[src/core/step_pkg.sv]
/*
 * Shared constants for the stepper phase counter and current regulation
 * logic: register offsets, field positions, reset values, encodings and
 * timing counts.
 * Assumes a single 250 MHz clock domain and a synchronous active-high reset.
 */
package step_pkg;

   // ------------------------------------------------------------------
   // clock and timing
   // ------------------------------------------------------------------
   localparam int unsigned CLK_MHZ = 250;
   localparam int unsigned T_BLANK_NS = 1000; // default blanking time
   localparam int unsigned T_FILT_NS = 500; // default comparator filter time
   // least times round up to whole cycles
   localparam int unsigned BLANK_CYC = (T_BLANK_NS * CLK_MHZ + 999) / 1000;
   localparam int unsigned FILT_CYC = (T_FILT_NS * CLK_MHZ + 999) / 1000;
   localparam int unsigned PWM_HZ = 20000; // default pwm frequency
   localparam int unsigned PWM_CYC = (CLK_MHZ * 1000000) / PWM_HZ;

   // ------------------------------------------------------------------
   // register map
   // ------------------------------------------------------------------
   localparam logic [7:0] OFF_CTRL = 8'h00;
   localparam logic [7:0] OFF_PHASE = 8'h04;
   localparam logic [7:0] OFF_TIMING = 8'h08;
   localparam logic [7:0] OFF_STATUS = 8'h0C;

   // control register fields
   localparam int unsigned CTRL_ENERGIZE = 0;
   localparam int unsigned CTRL_PULSE_SEL = 1;
   localparam int unsigned CTRL_DIR = 2;
   localparam int unsigned CTRL_RES_LSB = 3;
   localparam int unsigned CTRL_AUTO_HOLD = 6;
   localparam int unsigned CTRL_HOLD = 7;
   localparam int unsigned CTRL_DECAY_LSB = 8;
   localparam int unsigned CTRL_ALT_SEL = 11;
   localparam int unsigned CTRL_ALT_RES_LSB = 12;
   localparam int unsigned CTRL_W = 15;
   localparam logic [CTRL_W-1:0] CTRL_RST = 15'h0000;

   // timing register fields, in clock cycles
   localparam int unsigned TIM_BLANK_LSB = 0;
   localparam int unsigned TIM_FILT_LSB = 8;
   localparam logic [15:0] TIMING_RST = {FILT_CYC[7:0], BLANK_CYC[7:0]};

   localparam logic [5:0] PHASE_RST = 6'h00;

   // ------------------------------------------------------------------
   // encodings
   // ------------------------------------------------------------------
   localparam logic [2:0] RES_16TH = 3'h0;
   localparam logic [2:0] RES_8TH = 3'h1;
   localparam logic [2:0] RES_MINI = 3'h2;
   localparam logic [2:0] RES_HALF = 3'h3;
   localparam logic [2:0] RES_FULL = 3'h4;
   localparam logic [5:0] FULL_OFFSET = 6'h08; // full steps sit at 8 mod 16

   localparam logic [1:0] DEC_SLOW = 2'h0;
   localparam logic [1:0] DEC_MIXED = 2'h1;
   localparam logic [1:0] DEC_AUTO_MIXED_A = 2'h2; // auto_mixed_decay_a
   localparam logic [1:0] DEC_AUTO_SLOW_TGT = 2'h3; // auto_slow_after_target_decay

   localparam logic [1:0] DRV_OFF = 2'h0;
   localparam logic [1:0] DRV_ON = 2'h1;
   localparam logic [1:0] DRV_FAST = 2'h2;
   localparam logic [1:0] DRV_SLOW = 2'h3;

endpackage : step_pkg

[src/core/regulation_timer.sv]
/*
 * Per-phase current regulation sequencer: blanking, comparator filter,
 * minimum on-time and decay selection within one pwm cycle.
 * Assumes comparator inputs are synchronous to clk and pwm_start is a
 * one-cycle pulse marking each pwm cycle boundary.
 */
module regulation_timer #(
   parameter int unsigned CW = 10
) (
   input wire logic clk,
   input wire logic rst,
   input wire logic pwm_start,
   input wire logic energize,
   input wire logic [1:0] decay_mode,
   input wire logic mixed_hint,
   input wire logic ref_update,
   input wire logic [7:0] tb,
   input wire logic [7:0] tft,
   input wire logic cmp_reg,
   input wire logic cmp_oc,
   input wire logic cmp_ls,
   output logic [1:0] drive,
   output logic oc_event
);

   typedef enum logic [1:0] {ST_IDLE, ST_ON, ST_FAST, ST_SLOW} state_t;

   state_t state_q, state_d;
   logic [CW-1:0] cnt_q, cnt_d;
   logic [7:0] filt_q, filt_d;
   logic tgt_q, tgt_d;
   logic [1:0] drive_d;
   logic oc_d;
   logic [CW-1:0] tb_total;
   logic past_blank;
   logic trig;
   logic filt_done;
   state_t decay_pick;

   // ------------------------------------------------------------------
   // next state
   // ------------------------------------------------------------------
   assign tb_total = CW'(tb) + CW'(tft);
   // comparators are neglected until the blank count runs out
   assign past_blank = cnt_q >= CW'(tb);
   assign trig = (state_q == ST_FAST) ? (!cmp_ls || cmp_oc) : (cmp_reg || cmp_oc);
   // a zero filter setting still needs one qualified cycle
   assign filt_done = ({1'b0, filt_q} + 9'h001) >= {1'b0, tft};

   // decay style picked on each reference trip
   always_comb begin
      case (decay_mode)
         step_pkg::DEC_SLOW: decay_pick = ST_SLOW;
         step_pkg::DEC_MIXED: decay_pick = ST_FAST;
         step_pkg::DEC_AUTO_MIXED_A: decay_pick = mixed_hint ? ST_FAST : ST_SLOW;
         step_pkg::DEC_AUTO_SLOW_TGT: begin
            decay_pick = (mixed_hint && !tgt_q) ? ST_FAST : ST_SLOW;
         end
         default: decay_pick = ST_SLOW;
      endcase
   end

   always_comb begin
      state_d = state_q;
      cnt_d = (cnt_q == {CW{1'b1}}) ? cnt_q : cnt_q + CW'(1);
      filt_d = 8'h00;
      tgt_d = ref_update ? 1'b0 : tgt_q; // a new reference rearms auto mode two
      oc_d = 1'b0;
      if (!energize) begin
         state_d = ST_IDLE;
         cnt_d = '0;
      end else if (pwm_start) begin
         state_d = ST_ON;
         cnt_d = '0;
      end else begin
         case (state_q)
            ST_ON, ST_FAST: begin
               if (past_blank && trig) begin
                  filt_d = filt_q + 8'h01;
                  if (filt_done) begin
                     filt_d = 8'h00;
                     cnt_d = '0;
                     oc_d = cmp_oc;
                     if (cmp_oc || state_q == ST_FAST) begin
                        state_d = ST_SLOW; // low side sense ends fast decay
                     end else begin
                        state_d = decay_pick;
                        tgt_d = 1'b1;
                     end
                  end
               end
            end
            ST_SLOW, ST_IDLE: state_d = state_q;
            default: state_d = ST_IDLE;
         endcase
      end
      case (state_d)
         ST_ON: drive_d = step_pkg::DRV_ON;
         ST_FAST: drive_d = step_pkg::DRV_FAST;
         ST_SLOW: drive_d = step_pkg::DRV_SLOW;
         default: drive_d = step_pkg::DRV_OFF;
      endcase
   end

   // ------------------------------------------------------------------
   // registers
   // ------------------------------------------------------------------
   always_ff @(posedge clk) begin
      if (rst) begin
         state_q <= ST_IDLE;
         cnt_q <= '0;
         filt_q <= 8'h00;
         tgt_q <= 1'b0;
         drive <= step_pkg::DRV_OFF;
         oc_event <= 1'b0;
      end else begin
         state_q <= state_d;
         cnt_q <= cnt_d;
         filt_q <= filt_d;
         tgt_q <= tgt_d;
         drive <= drive_d;
         oc_event <= oc_d;
      end
   end

   // ------------------------------------------------------------------
   // checks
   // ------------------------------------------------------------------
   a_on_min_time: assert property (@(posedge clk) disable iff (rst)
      (state_q == ST_ON && energize && !pwm_start && cnt_q + CW'(1) < tb_total)
      |=> state_q == ST_ON)
      else $error("on phase left before blank plus filter time");

   a_fast_min_time: assert property (@(posedge clk) disable iff (rst)
      (state_q == ST_FAST && energize && !pwm_start && cnt_q + CW'(1) < tb_total)
      |=> state_q == ST_FAST)
      else $error("fast decay left before its minimum on time");

   a_blank_ignore: assert property (@(posedge clk) disable iff (rst)
      (state_q == ST_ON && !past_blank && energize && !pwm_start && cmp_oc)
      |=> (state_q == ST_ON && !oc_event))
      else $error("comparator honoured inside blanking");

   a_trip_decay: assert property (@(posedge clk) disable iff (rst)
      (state_q == ST_ON && energize && !pwm_start && past_blank && cmp_reg
       && !cmp_oc && filt_done && decay_mode == step_pkg::DEC_SLOW)
      |=> drive == step_pkg::DRV_SLOW)
      else $error("filtered reference trip did not start decay");

   a_auto_slow: assert property (@(posedge clk) disable iff (rst)
      (decay_mode == step_pkg::DEC_AUTO_SLOW_TGT && tgt_q && !ref_update
       && state_q == ST_ON) |=> state_q != ST_FAST)
      else $error("auto mode two used fast decay after target");

endmodule : regulation_timer

[src/core/stepper_phase_ctrl.sv]
/*
 * Top of the stepper phase counter and current regulation logic: register
 * port, phase position counter, step resolution handling, stall hold and
 * two per-phase regulation sequencers.
 * Assumes all inputs are synchronous to REF_CLK, a register master that
 * never overlaps read and write strobes, and external comparators.
 */
module stepper_phase_ctrl #(
   parameter int unsigned PWM_CYCLES = step_pkg::PWM_CYC
) (
   input wire logic REF_CLK,
   input wire logic RST,
   input wire logic [7:0] ADDR,
   input wire logic [31:0] WDATA,
   input wire logic WR,
   input wire logic RD,
   output logic [31:0] RDATA,
   input wire logic STEP_PULSE_INPUT,
   input wire logic STALL_FLAG,
   input wire logic CMP_REG_A,
   input wire logic CMP_OC_A,
   input wire logic CMP_LS_A,
   input wire logic CMP_REG_B,
   input wire logic CMP_OC_B,
   input wire logic CMP_LS_B,
   output logic [5:0] PHASE_POSITION,
   output logic [5:0] REF_POSITION,
   output logic HOLD_MODE,
   output logic PWM_START,
   output logic [1:0] DRIVE_A,
   output logic [1:0] DRIVE_B,
   output logic OC_EVENT_A,
   output logic OC_EVENT_B
);

   localparam int unsigned PW = $clog2(PWM_CYCLES);

   logic [step_pkg::CTRL_W-1:0] ctrl_q, ctrl_d;
   logic [15:0] timing_q, timing_d;
   logic [5:0] pend_q, pend_d;
   logic [5:0] ref_d;
   logic [PW-1:0] pwm_cnt_q, pwm_cnt_d;
   logic pwm_tick_d;
   logic step_prev_q;
   logic ref_upd_q, ref_upd_d;
   logic [31:0] rdata_d;
   logic motor_energize;
   logic pulse_step_select;
   logic dir;
   logic [2:0] step_resolution;
   logic [1:0] decay_mode;
   logic freeze;
   logic step_edge;
   logic pin_step;
   logic mixed_a;
   logic mixed_b;

   // ------------------------------------------------------------------
   // position arithmetic
   // ------------------------------------------------------------------
   function automatic logic [5:0] step_size(input logic [2:0] res);
      case (res)
         step_pkg::RES_8TH: return 6'h02;
         step_pkg::RES_MINI: return 6'h04;
         step_pkg::RES_HALF: return 6'h08;
         step_pkg::RES_FULL: return 6'h10;
         default: return 6'h01;
      endcase
   endfunction : step_size

   // next position valid in res; a misaligned start snaps to the next grid
   // point, so the first move after a coarser change may be short
   function automatic logic [5:0] next_pos(input logic [5:0] p, input logic [2:0] res,
                                            input logic down);
      logic [5:0] s;
      logic [5:0] m;
      logic [5:0] off;
      logic [5:0] q;
      logic [5:0] r;
      s = step_size(res);
      m = s - 6'h01;
      off = (res == step_pkg::RES_FULL) ? step_pkg::FULL_OFFSET : 6'h00;
      q = p - off;
      if (!down) begin
         r = (q | m) + 6'h01;
      end else begin
         r = ((q & m) != 6'h00) ? (q & ~m) : q - s;
      end
      return r + off; // 6-bit sum wraps modulo 64
   endfunction : next_pos

   // serial full step: nearest full-step point along the spin direction
   function automatic logic [5:0] full_ref(input logic [5:0] p, input logic down);
      logic [5:0] q;
      logic [5:0] r;
      q = p - step_pkg::FULL_OFFSET;
      if (!down) begin
         r = ((q & 6'h0F) != 6'h00) ? ((q | 6'h0F) + 6'h01) : q;
      end else begin
         r = q & 6'h30;
      end
      return r + step_pkg::FULL_OFFSET;
   endfunction : full_ref

   // ------------------------------------------------------------------
   // control decode
   // ------------------------------------------------------------------
   assign motor_energize = ctrl_q[step_pkg::CTRL_ENERGIZE];
   assign pulse_step_select = ctrl_q[step_pkg::CTRL_PULSE_SEL];
   assign dir = ctrl_q[step_pkg::CTRL_DIR];
   assign decay_mode = ctrl_q[step_pkg::CTRL_DECAY_LSB +: 2];
   // the alternate resolution field lets software preload a second setting
   assign step_resolution = ctrl_q[step_pkg::CTRL_ALT_SEL]
      ? ctrl_q[step_pkg::CTRL_ALT_RES_LSB +: 3] : ctrl_q[step_pkg::CTRL_RES_LSB +: 3];
   assign freeze = ctrl_q[step_pkg::CTRL_AUTO_HOLD] && STALL_FLAG;
   // plain edge detect is enough: a 400 ns pulse spans 100 clocks
   assign step_edge = STEP_PULSE_INPUT && !step_prev_q;
   assign pin_step = pulse_step_select && step_edge && motor_energize && !freeze;
   // a coil is unwinding when its magnitude falls along the spin direction
   assign mixed_a = ~PHASE_POSITION[4] ^ dir;
   assign mixed_b = PHASE_POSITION[4] ^ dir;

   // ------------------------------------------------------------------
   // register port and phase counter, next values
   // ------------------------------------------------------------------
   always_comb begin
      ctrl_d = ctrl_q;
      timing_d = timing_q;
      pend_d = pend_q;
      rdata_d = 32'h0000_0000;
      if (WR) begin
         case (ADDR)
            step_pkg::OFF_CTRL: ctrl_d = WDATA[step_pkg::CTRL_W-1:0];
            step_pkg::OFF_TIMING: timing_d = WDATA[15:0];
            step_pkg::OFF_PHASE: begin
               // serial writes land in the pending slot even unenergized
               if (!pulse_step_select && !freeze) begin
                  pend_d = WDATA[5:0];
               end
            end
            default: ctrl_d = ctrl_q; // unmapped writes are dropped
         endcase
      end
      if (pin_step) begin
         pend_d = next_pos(pend_q, step_resolution, dir);
      end
      // forced hold wins over a software clear in the same cycle
      if (freeze) begin
         ctrl_d[step_pkg::CTRL_HOLD] = 1'b1;
      end
      if (RD) begin
         case (ADDR)
            step_pkg::OFF_CTRL: rdata_d = 32'(ctrl_q);
            step_pkg::OFF_TIMING: rdata_d = 32'(timing_q);
            step_pkg::OFF_PHASE: rdata_d = 32'(PHASE_POSITION); // old value until applied
            step_pkg::OFF_STATUS: begin
               rdata_d = {18'h0_0000, DRIVE_B, DRIVE_A, 1'b0, STALL_FLAG, freeze,
                          HOLD_MODE, pend_q};
            end
            default: rdata_d = 32'h0000_0000;
         endcase
      end
   end

   // pwm boundary timer and the positions applied at each boundary
   always_comb begin
      pwm_tick_d = pwm_cnt_q == PW'(PWM_CYCLES - 1);
      pwm_cnt_d = pwm_tick_d ? '0 : pwm_cnt_q + PW'(1);
      ref_d = REF_POSITION;
      ref_upd_d = 1'b0;
      if (PWM_START && !freeze) begin
         if (!pulse_step_select && step_resolution == step_pkg::RES_FULL) begin
            ref_d = full_ref(pend_q, dir);
         end else begin
            ref_d = pend_q;
         end
         ref_upd_d = ref_d != REF_POSITION;
      end
   end

   // ------------------------------------------------------------------
   // registers
   // ------------------------------------------------------------------
   always_ff @(posedge REF_CLK) begin
      if (RST) begin
         ctrl_q <= step_pkg::CTRL_RST;
         timing_q <= step_pkg::TIMING_RST;
         pend_q <= step_pkg::PHASE_RST;
         PHASE_POSITION <= step_pkg::PHASE_RST;
         REF_POSITION <= step_pkg::PHASE_RST;
         HOLD_MODE <= 1'b0;
         PWM_START <= 1'b0;
         pwm_cnt_q <= '0;
         step_prev_q <= 1'b0;
         ref_upd_q <= 1'b0;
         RDATA <= 32'h0000_0000;
      end else begin
         ctrl_q <= ctrl_d;
         timing_q <= timing_d;
         pend_q <= pend_d;
         if (PWM_START && !freeze) begin
            PHASE_POSITION <= pend_q;
         end
         REF_POSITION <= ref_d;
         HOLD_MODE <= ctrl_d[step_pkg::CTRL_HOLD];
         PWM_START <= pwm_tick_d;
         pwm_cnt_q <= pwm_cnt_d;
         step_prev_q <= STEP_PULSE_INPUT;
         ref_upd_q <= ref_upd_d;
         RDATA <= rdata_d;
      end
   end

   // ------------------------------------------------------------------
   // per-phase regulation
   // ------------------------------------------------------------------
   regulation_timer #(.CW(10)) reg_a (
      .clk(REF_CLK),
      .rst(RST),
      .pwm_start(PWM_START),
      .energize(motor_energize),
      .decay_mode(decay_mode),
      .mixed_hint(mixed_a),
      .ref_update(ref_upd_q),
      .tb(timing_q[step_pkg::TIM_BLANK_LSB +: 8]),
      .tft(timing_q[step_pkg::TIM_FILT_LSB +: 8]),
      .cmp_reg(CMP_REG_A),
      .cmp_oc(CMP_OC_A),
      .cmp_ls(CMP_LS_A),
      .drive(DRIVE_A),
      .oc_event(OC_EVENT_A)
   );

   regulation_timer #(.CW(10)) reg_b (
      .clk(REF_CLK),
      .rst(RST),
      .pwm_start(PWM_START),
      .energize(motor_energize),
      .decay_mode(decay_mode),
      .mixed_hint(mixed_b),
      .ref_update(ref_upd_q),
      .tb(timing_q[step_pkg::TIM_BLANK_LSB +: 8]),
      .tft(timing_q[step_pkg::TIM_FILT_LSB +: 8]),
      .cmp_reg(CMP_REG_B),
      .cmp_oc(CMP_OC_B),
      .cmp_ls(CMP_LS_B),
      .drive(DRIVE_B),
      .oc_event(OC_EVENT_B)
   );

   // ------------------------------------------------------------------
   // checks
   // ------------------------------------------------------------------
   a_pos_held_between: assert property (@(posedge REF_CLK) disable iff (RST)
      !PWM_START |=> $stable(PHASE_POSITION))
      else $error("phase position moved outside a pwm boundary");

   a_pos_applied: assert property (@(posedge REF_CLK) disable iff (RST)
      (PWM_START && !freeze) |=> PHASE_POSITION == $past(pend_q))
      else $error("pending position not applied at pwm boundary");

   a_pin_ignored_off: assert property (@(posedge REF_CLK) disable iff (RST)
      (pulse_step_select && !motor_energize && !WR) |=> $stable(pend_q))
      else $error("pulse edge moved position while unenergized");

   a_stall_freeze: assert property (@(posedge REF_CLK) disable iff (RST)
      freeze |=> (HOLD_MODE && $stable(PHASE_POSITION)))
      else $error("stall did not force hold and freeze position");

   a_full_grid: assert property (@(posedge REF_CLK) disable iff (RST)
      (pin_step && step_resolution == step_pkg::RES_FULL)
      |=> pend_q[3:0] == 4'h8)
      else $error("full step left the 8 mod 16 grid");

   a_fine_step_wrap: assert property (@(posedge REF_CLK) disable iff (RST)
      (pin_step && step_resolution == step_pkg::RES_16TH && !dir && pend_q == 6'h3F)
      |=> pend_q == 6'h00)
      else $error("phase position did not wrap past 63");

   a_half_down: assert property (@(posedge REF_CLK) disable iff (RST)
      (pin_step && step_resolution == step_pkg::RES_HALF && dir && pend_q[2:0] == 3'h0)
      |=> pend_q == $past(pend_q) - 6'h08)
      else $error("aligned half step down was not eight");

endmodule : stepper_phase_ctrl

[config.mk]
export PLATFORM = sky130hd
export DESIGN_NAME = stepper_phase_ctrl
export DESIGN_NICKNAME = d
export VERILOG_FILES = /design/src/core/step_pkg.sv /design/src/core/regulation_timer.sv /design/src/core/stepper_phase_ctrl.sv
export SDC_FILE = /design/constraint.sdc
export NUM_CORES = 1
export LEC_CHECK = 0
export BUFFER_PORTS_ARGS = -buffer_cell sky130_fd_sc_hd__buf_4
export CAP_MARGIN = 5
export CORE_UTILIZATION = 40
export CTS_BUF_LIST = sky130_fd_sc_hd__clkbuf_16
export CTS_CLUSTER_DIAMETER = 60
export DETAILED_ROUTE_END_ITERATION = 8
export PLACE_DENSITY = 0.65
export SETUP_SLACK_MARGIN = 0.05
export SYNTH_ARGS = -nofsm -noshare
export SYNTH_HDL_FRONTEND = slang
export SYNTH_SLANG_ARGS = --single-unit
[constraint.sdc]
create_clock -name REF_CLK -period 4.68 [get_ports REF_CLK]
set_clock_uncertainty 0.05 [all_clocks]
set_input_delay 0.468 -clock REF_CLK [delete_from_list [all_inputs] [get_ports REF_CLK]]
set_output_delay 0.468 -clock REF_CLK [all_outputs]
set_load 0.005 [all_outputs]
==> metrics.txt <==
status complete, no violations; EDFF count, synth 0; post-cts sizing count 0; Starting Density 41.22%; Tightest Hold Check Type primary input to register; Max Cap Violations 0; Synth Flop Type dfxtp_1; Fmax 238.3 MHz; Slew Limit Fails 0; most common cell after layout, fill and taps aside dfxtp_1; fin crit period ~4.2 ns; hold buffers post-CTS 0; Seq/Total Area, Yosys 35.69%; setup TNS 0 ns; antenna violation net count after detailed routing 0; required time worst endpoint about 5 ns; register area 2562 sq um; vias per cell 5.205; Power Density 291.9 nW/um^2; vias in the first global route 5333; ratio of cells with drive above 1 in the final layout 14.45%; Pleak 3.436 nW; DRT Wirelength around 17 mm; Crit Path Max Fanout 13; most frequent cells in the layout dfxtp_1 (128), nor2_1 (96), buf_4 (76); final net count between 900 and 1k; DP Worst Slack 0.5021 ns; TritonCTS clock tree done; first-pass GRT wire length 27.59 mm; CTS clock-pin slew for the worst setup and hold paths 0.06 ns; Slew headroom 36.18%; Slew @ Worst Pin 0.9574 ns; Setup Crit Path Kind register to register; area of the multi-input gates ~4200 sq um; post-synthesis sequential element count 128; RSZ-0062 raised after global routing no; Mapped Cells ~800; Final HPWL DP 12.91 mm; post-layout worst setup margin 0.4832 ns; initial antenna violation count 0; endpoints failing setup 0; WL/cell 15.68 um; Skew-Pair Late Insertion Delay 0.42 ns; num rows 48; FFs w/ async S/R, synth 0%; Setup Buffers After CTS 0; total track usage 19.61%; clk sinks 128; total grt overflow 0; Max VDD drop 256.7 uV; Syn Area/Cell 9.008 sq um; Startpoint Class register; DRC 0; Final Wtd Congestion approximately 0.9; drt pass-1 iters 5; H-tree level count 4; largest net degree at the start of global routing 45; Final Hold Viols 0; Ports 104; Max Root-Sink Buffers 2; Die H ~140 um; Area Growth Syn to Fin 15.93%; CP arrival around 4.5 ns; vias around 5.7k; diode count 0; Post-Syn Area 7179 sq um; Yosys cell types 79; core area 17420 sq um; Yosys warnings 0; period utilization about nine tenths; fillers 1705; Die X about 140 um; die footprint 18490 sq um; TritonCTS buffer count 17; drt initial violations between 300 and 400; IO buf count 71; crit path capture type register; root buffer cell clkbuf_16
==> state kept, by name, summed over array words and instances (netlist names), 8 cells and up <==
register / flops
RDATA: 16
reg_a.filt_q: 8
reg_b.cnt_q: 10
timing_q: 16
reg_b.filt_q: 8
ctrl_q: 15
pwm_cnt_q: 14
reg_a.cnt_q: 10
==> metal layers <==
| metal | up-vias | wire length, um | GRT usage (%) |
|---|---|---|---|
| li1 | 2904 | - | - |
| met1 | 2635 | 8166 | 26.46 |
| met2 | 149 | 7868 | 30.13 |
| met3 | 22 | 821 | 4.661 |
| met4 | 0 | 350 | 7.469 |
| met5 | - | 0 | 0 |
==> cell usage after synthesis (all sizes together), types with 4 or more instances <==
master / n / share of area (%)
a211oi: 12 / 1.5
a21o: 9 / 0.94
a21oi: 35 / 2.4
a31oi: 9 / 0.78
and2: 8 / 0.70
and3: 6 / 0.52
buf: 27 / 2.8
clkbuf: 22 / 1.7
dfxtp: 128 / 36
ha: 53 / 9.2
inv: 38 / 2.0
mux2i: 40 / 5.6
mux4: 6 / 1.9
nand2: 67 / 3.5
nand2b: 8 / 0.70
nand3: 28 / 2.0
nand4: 11 / 0.96
nor2: 97 / 5.1
nor2b: 27 / 2.4
nor3: 16 / 1.3
nor4: 5 / 0.52
nor4b: 4 / 0.58
o211ai: 14 / 1.5
o21a: 4 / 0.42
o21ai: 12 / 0.89
or4: 6 / 0.68
xnor2: 25 / 3.0
xor2: 27 / 3.3
==> logic make-up (layout without fill, tap and decap cells) <==
group	after synthesis	after routing	synth area share [%]
other cells	1	17	0.05223
buf+inv	88	147	6.709
fa+ha+maj	54	54	9.516
flops	128	128	35.69
xor+xnor	53	53	6.657
simple gates	296	296	20.41
mux	48	48	7.825
compound gates	129	129	13.14
==> power breakdown <==
group / leakage [nW] / switching [mW] / total, mW / internal [mW]
logic: 2.13 / 0.0457 / 0.0815 / 0.0358
registers: 1.03 / 0.00293 / 1.10 / 1.09
clock network: 0.271 / 0.484 / 1.25 / 0.768
==> per-stage QoR <==
| step | hold WS, ns | utilization, % | instance area, sq um | std cells | total power [mW] |
|---|---|---|---|---|---|
| after floorplan | 0.3775 | - | 7239 | 813 | 1.172 |
| after global placement | 0.3965 | 44.60 | 7769 | 1065 | 1.201 |
| after detailed placement | 0.4048 | 44.60 | 7769 | 1065 | 1.201 |
| after CTS | 0.2221 | 47.79 | 8323 | 1097 | 2.450 |
| after global routing | 0.2271 | 47.79 | 8323 | 1097 | 2.514 |
| final | 0.2348 | 47.79 | 8323 | 1097 | 2.430 |
==> layout make-up <==
type | instances | share of cell area (%)
multi-input cells | 597 | 50.41
flip-flops and latches | 128 | 30.79
repair buffers | 76 | 6.855
clock buffers | 17 | 5.111
well taps | 225 | 3.382
inverters | 39 | 1.909
clock inverters | 15 | 1.548
==> worst paths after layout <==
path	from	endpoint	slack, ns	depth (start not counted)
setup / recovery	ctrl_q[11]$_SDFFE_PP0P_	pend_q[5]$_SDFFE_PP0P_	0.48	16
hold / removal	STEP_PULSE_INPUT	step_prev_q$_SDFF_PP0_	0.23	2
setup reg to reg	ctrl_q[11]$_SDFFE_PP0P_	pend_q[5]$_SDFFE_PP0P_	0.48	16
hold reg to reg	pwm_cnt_q[0]$_SDFF_PP0_	pwm_cnt_q[0]$_SDFF_PP0_	0.42	1
==> worst max-delay path, stage by stage, from the launching register on <==
cell	delay, ns
dfxtp_1	0.58
nor4bb_1	0.42
or2_1	0.19
ha_1	0.28
inv_1	0.14
ha_1	0.29
xor2_1	0.17
or4_1	0.47
o2111ai_1	0.12
nand2_1	0.08
ha_1	0.18
ha_1	0.18
xor2_1	0.15
xnor2_1	0.13
nor2b_1	0.16
a221o_1	0.37
a211oi_1	0.15
Power figures use the tool's default switching activity.
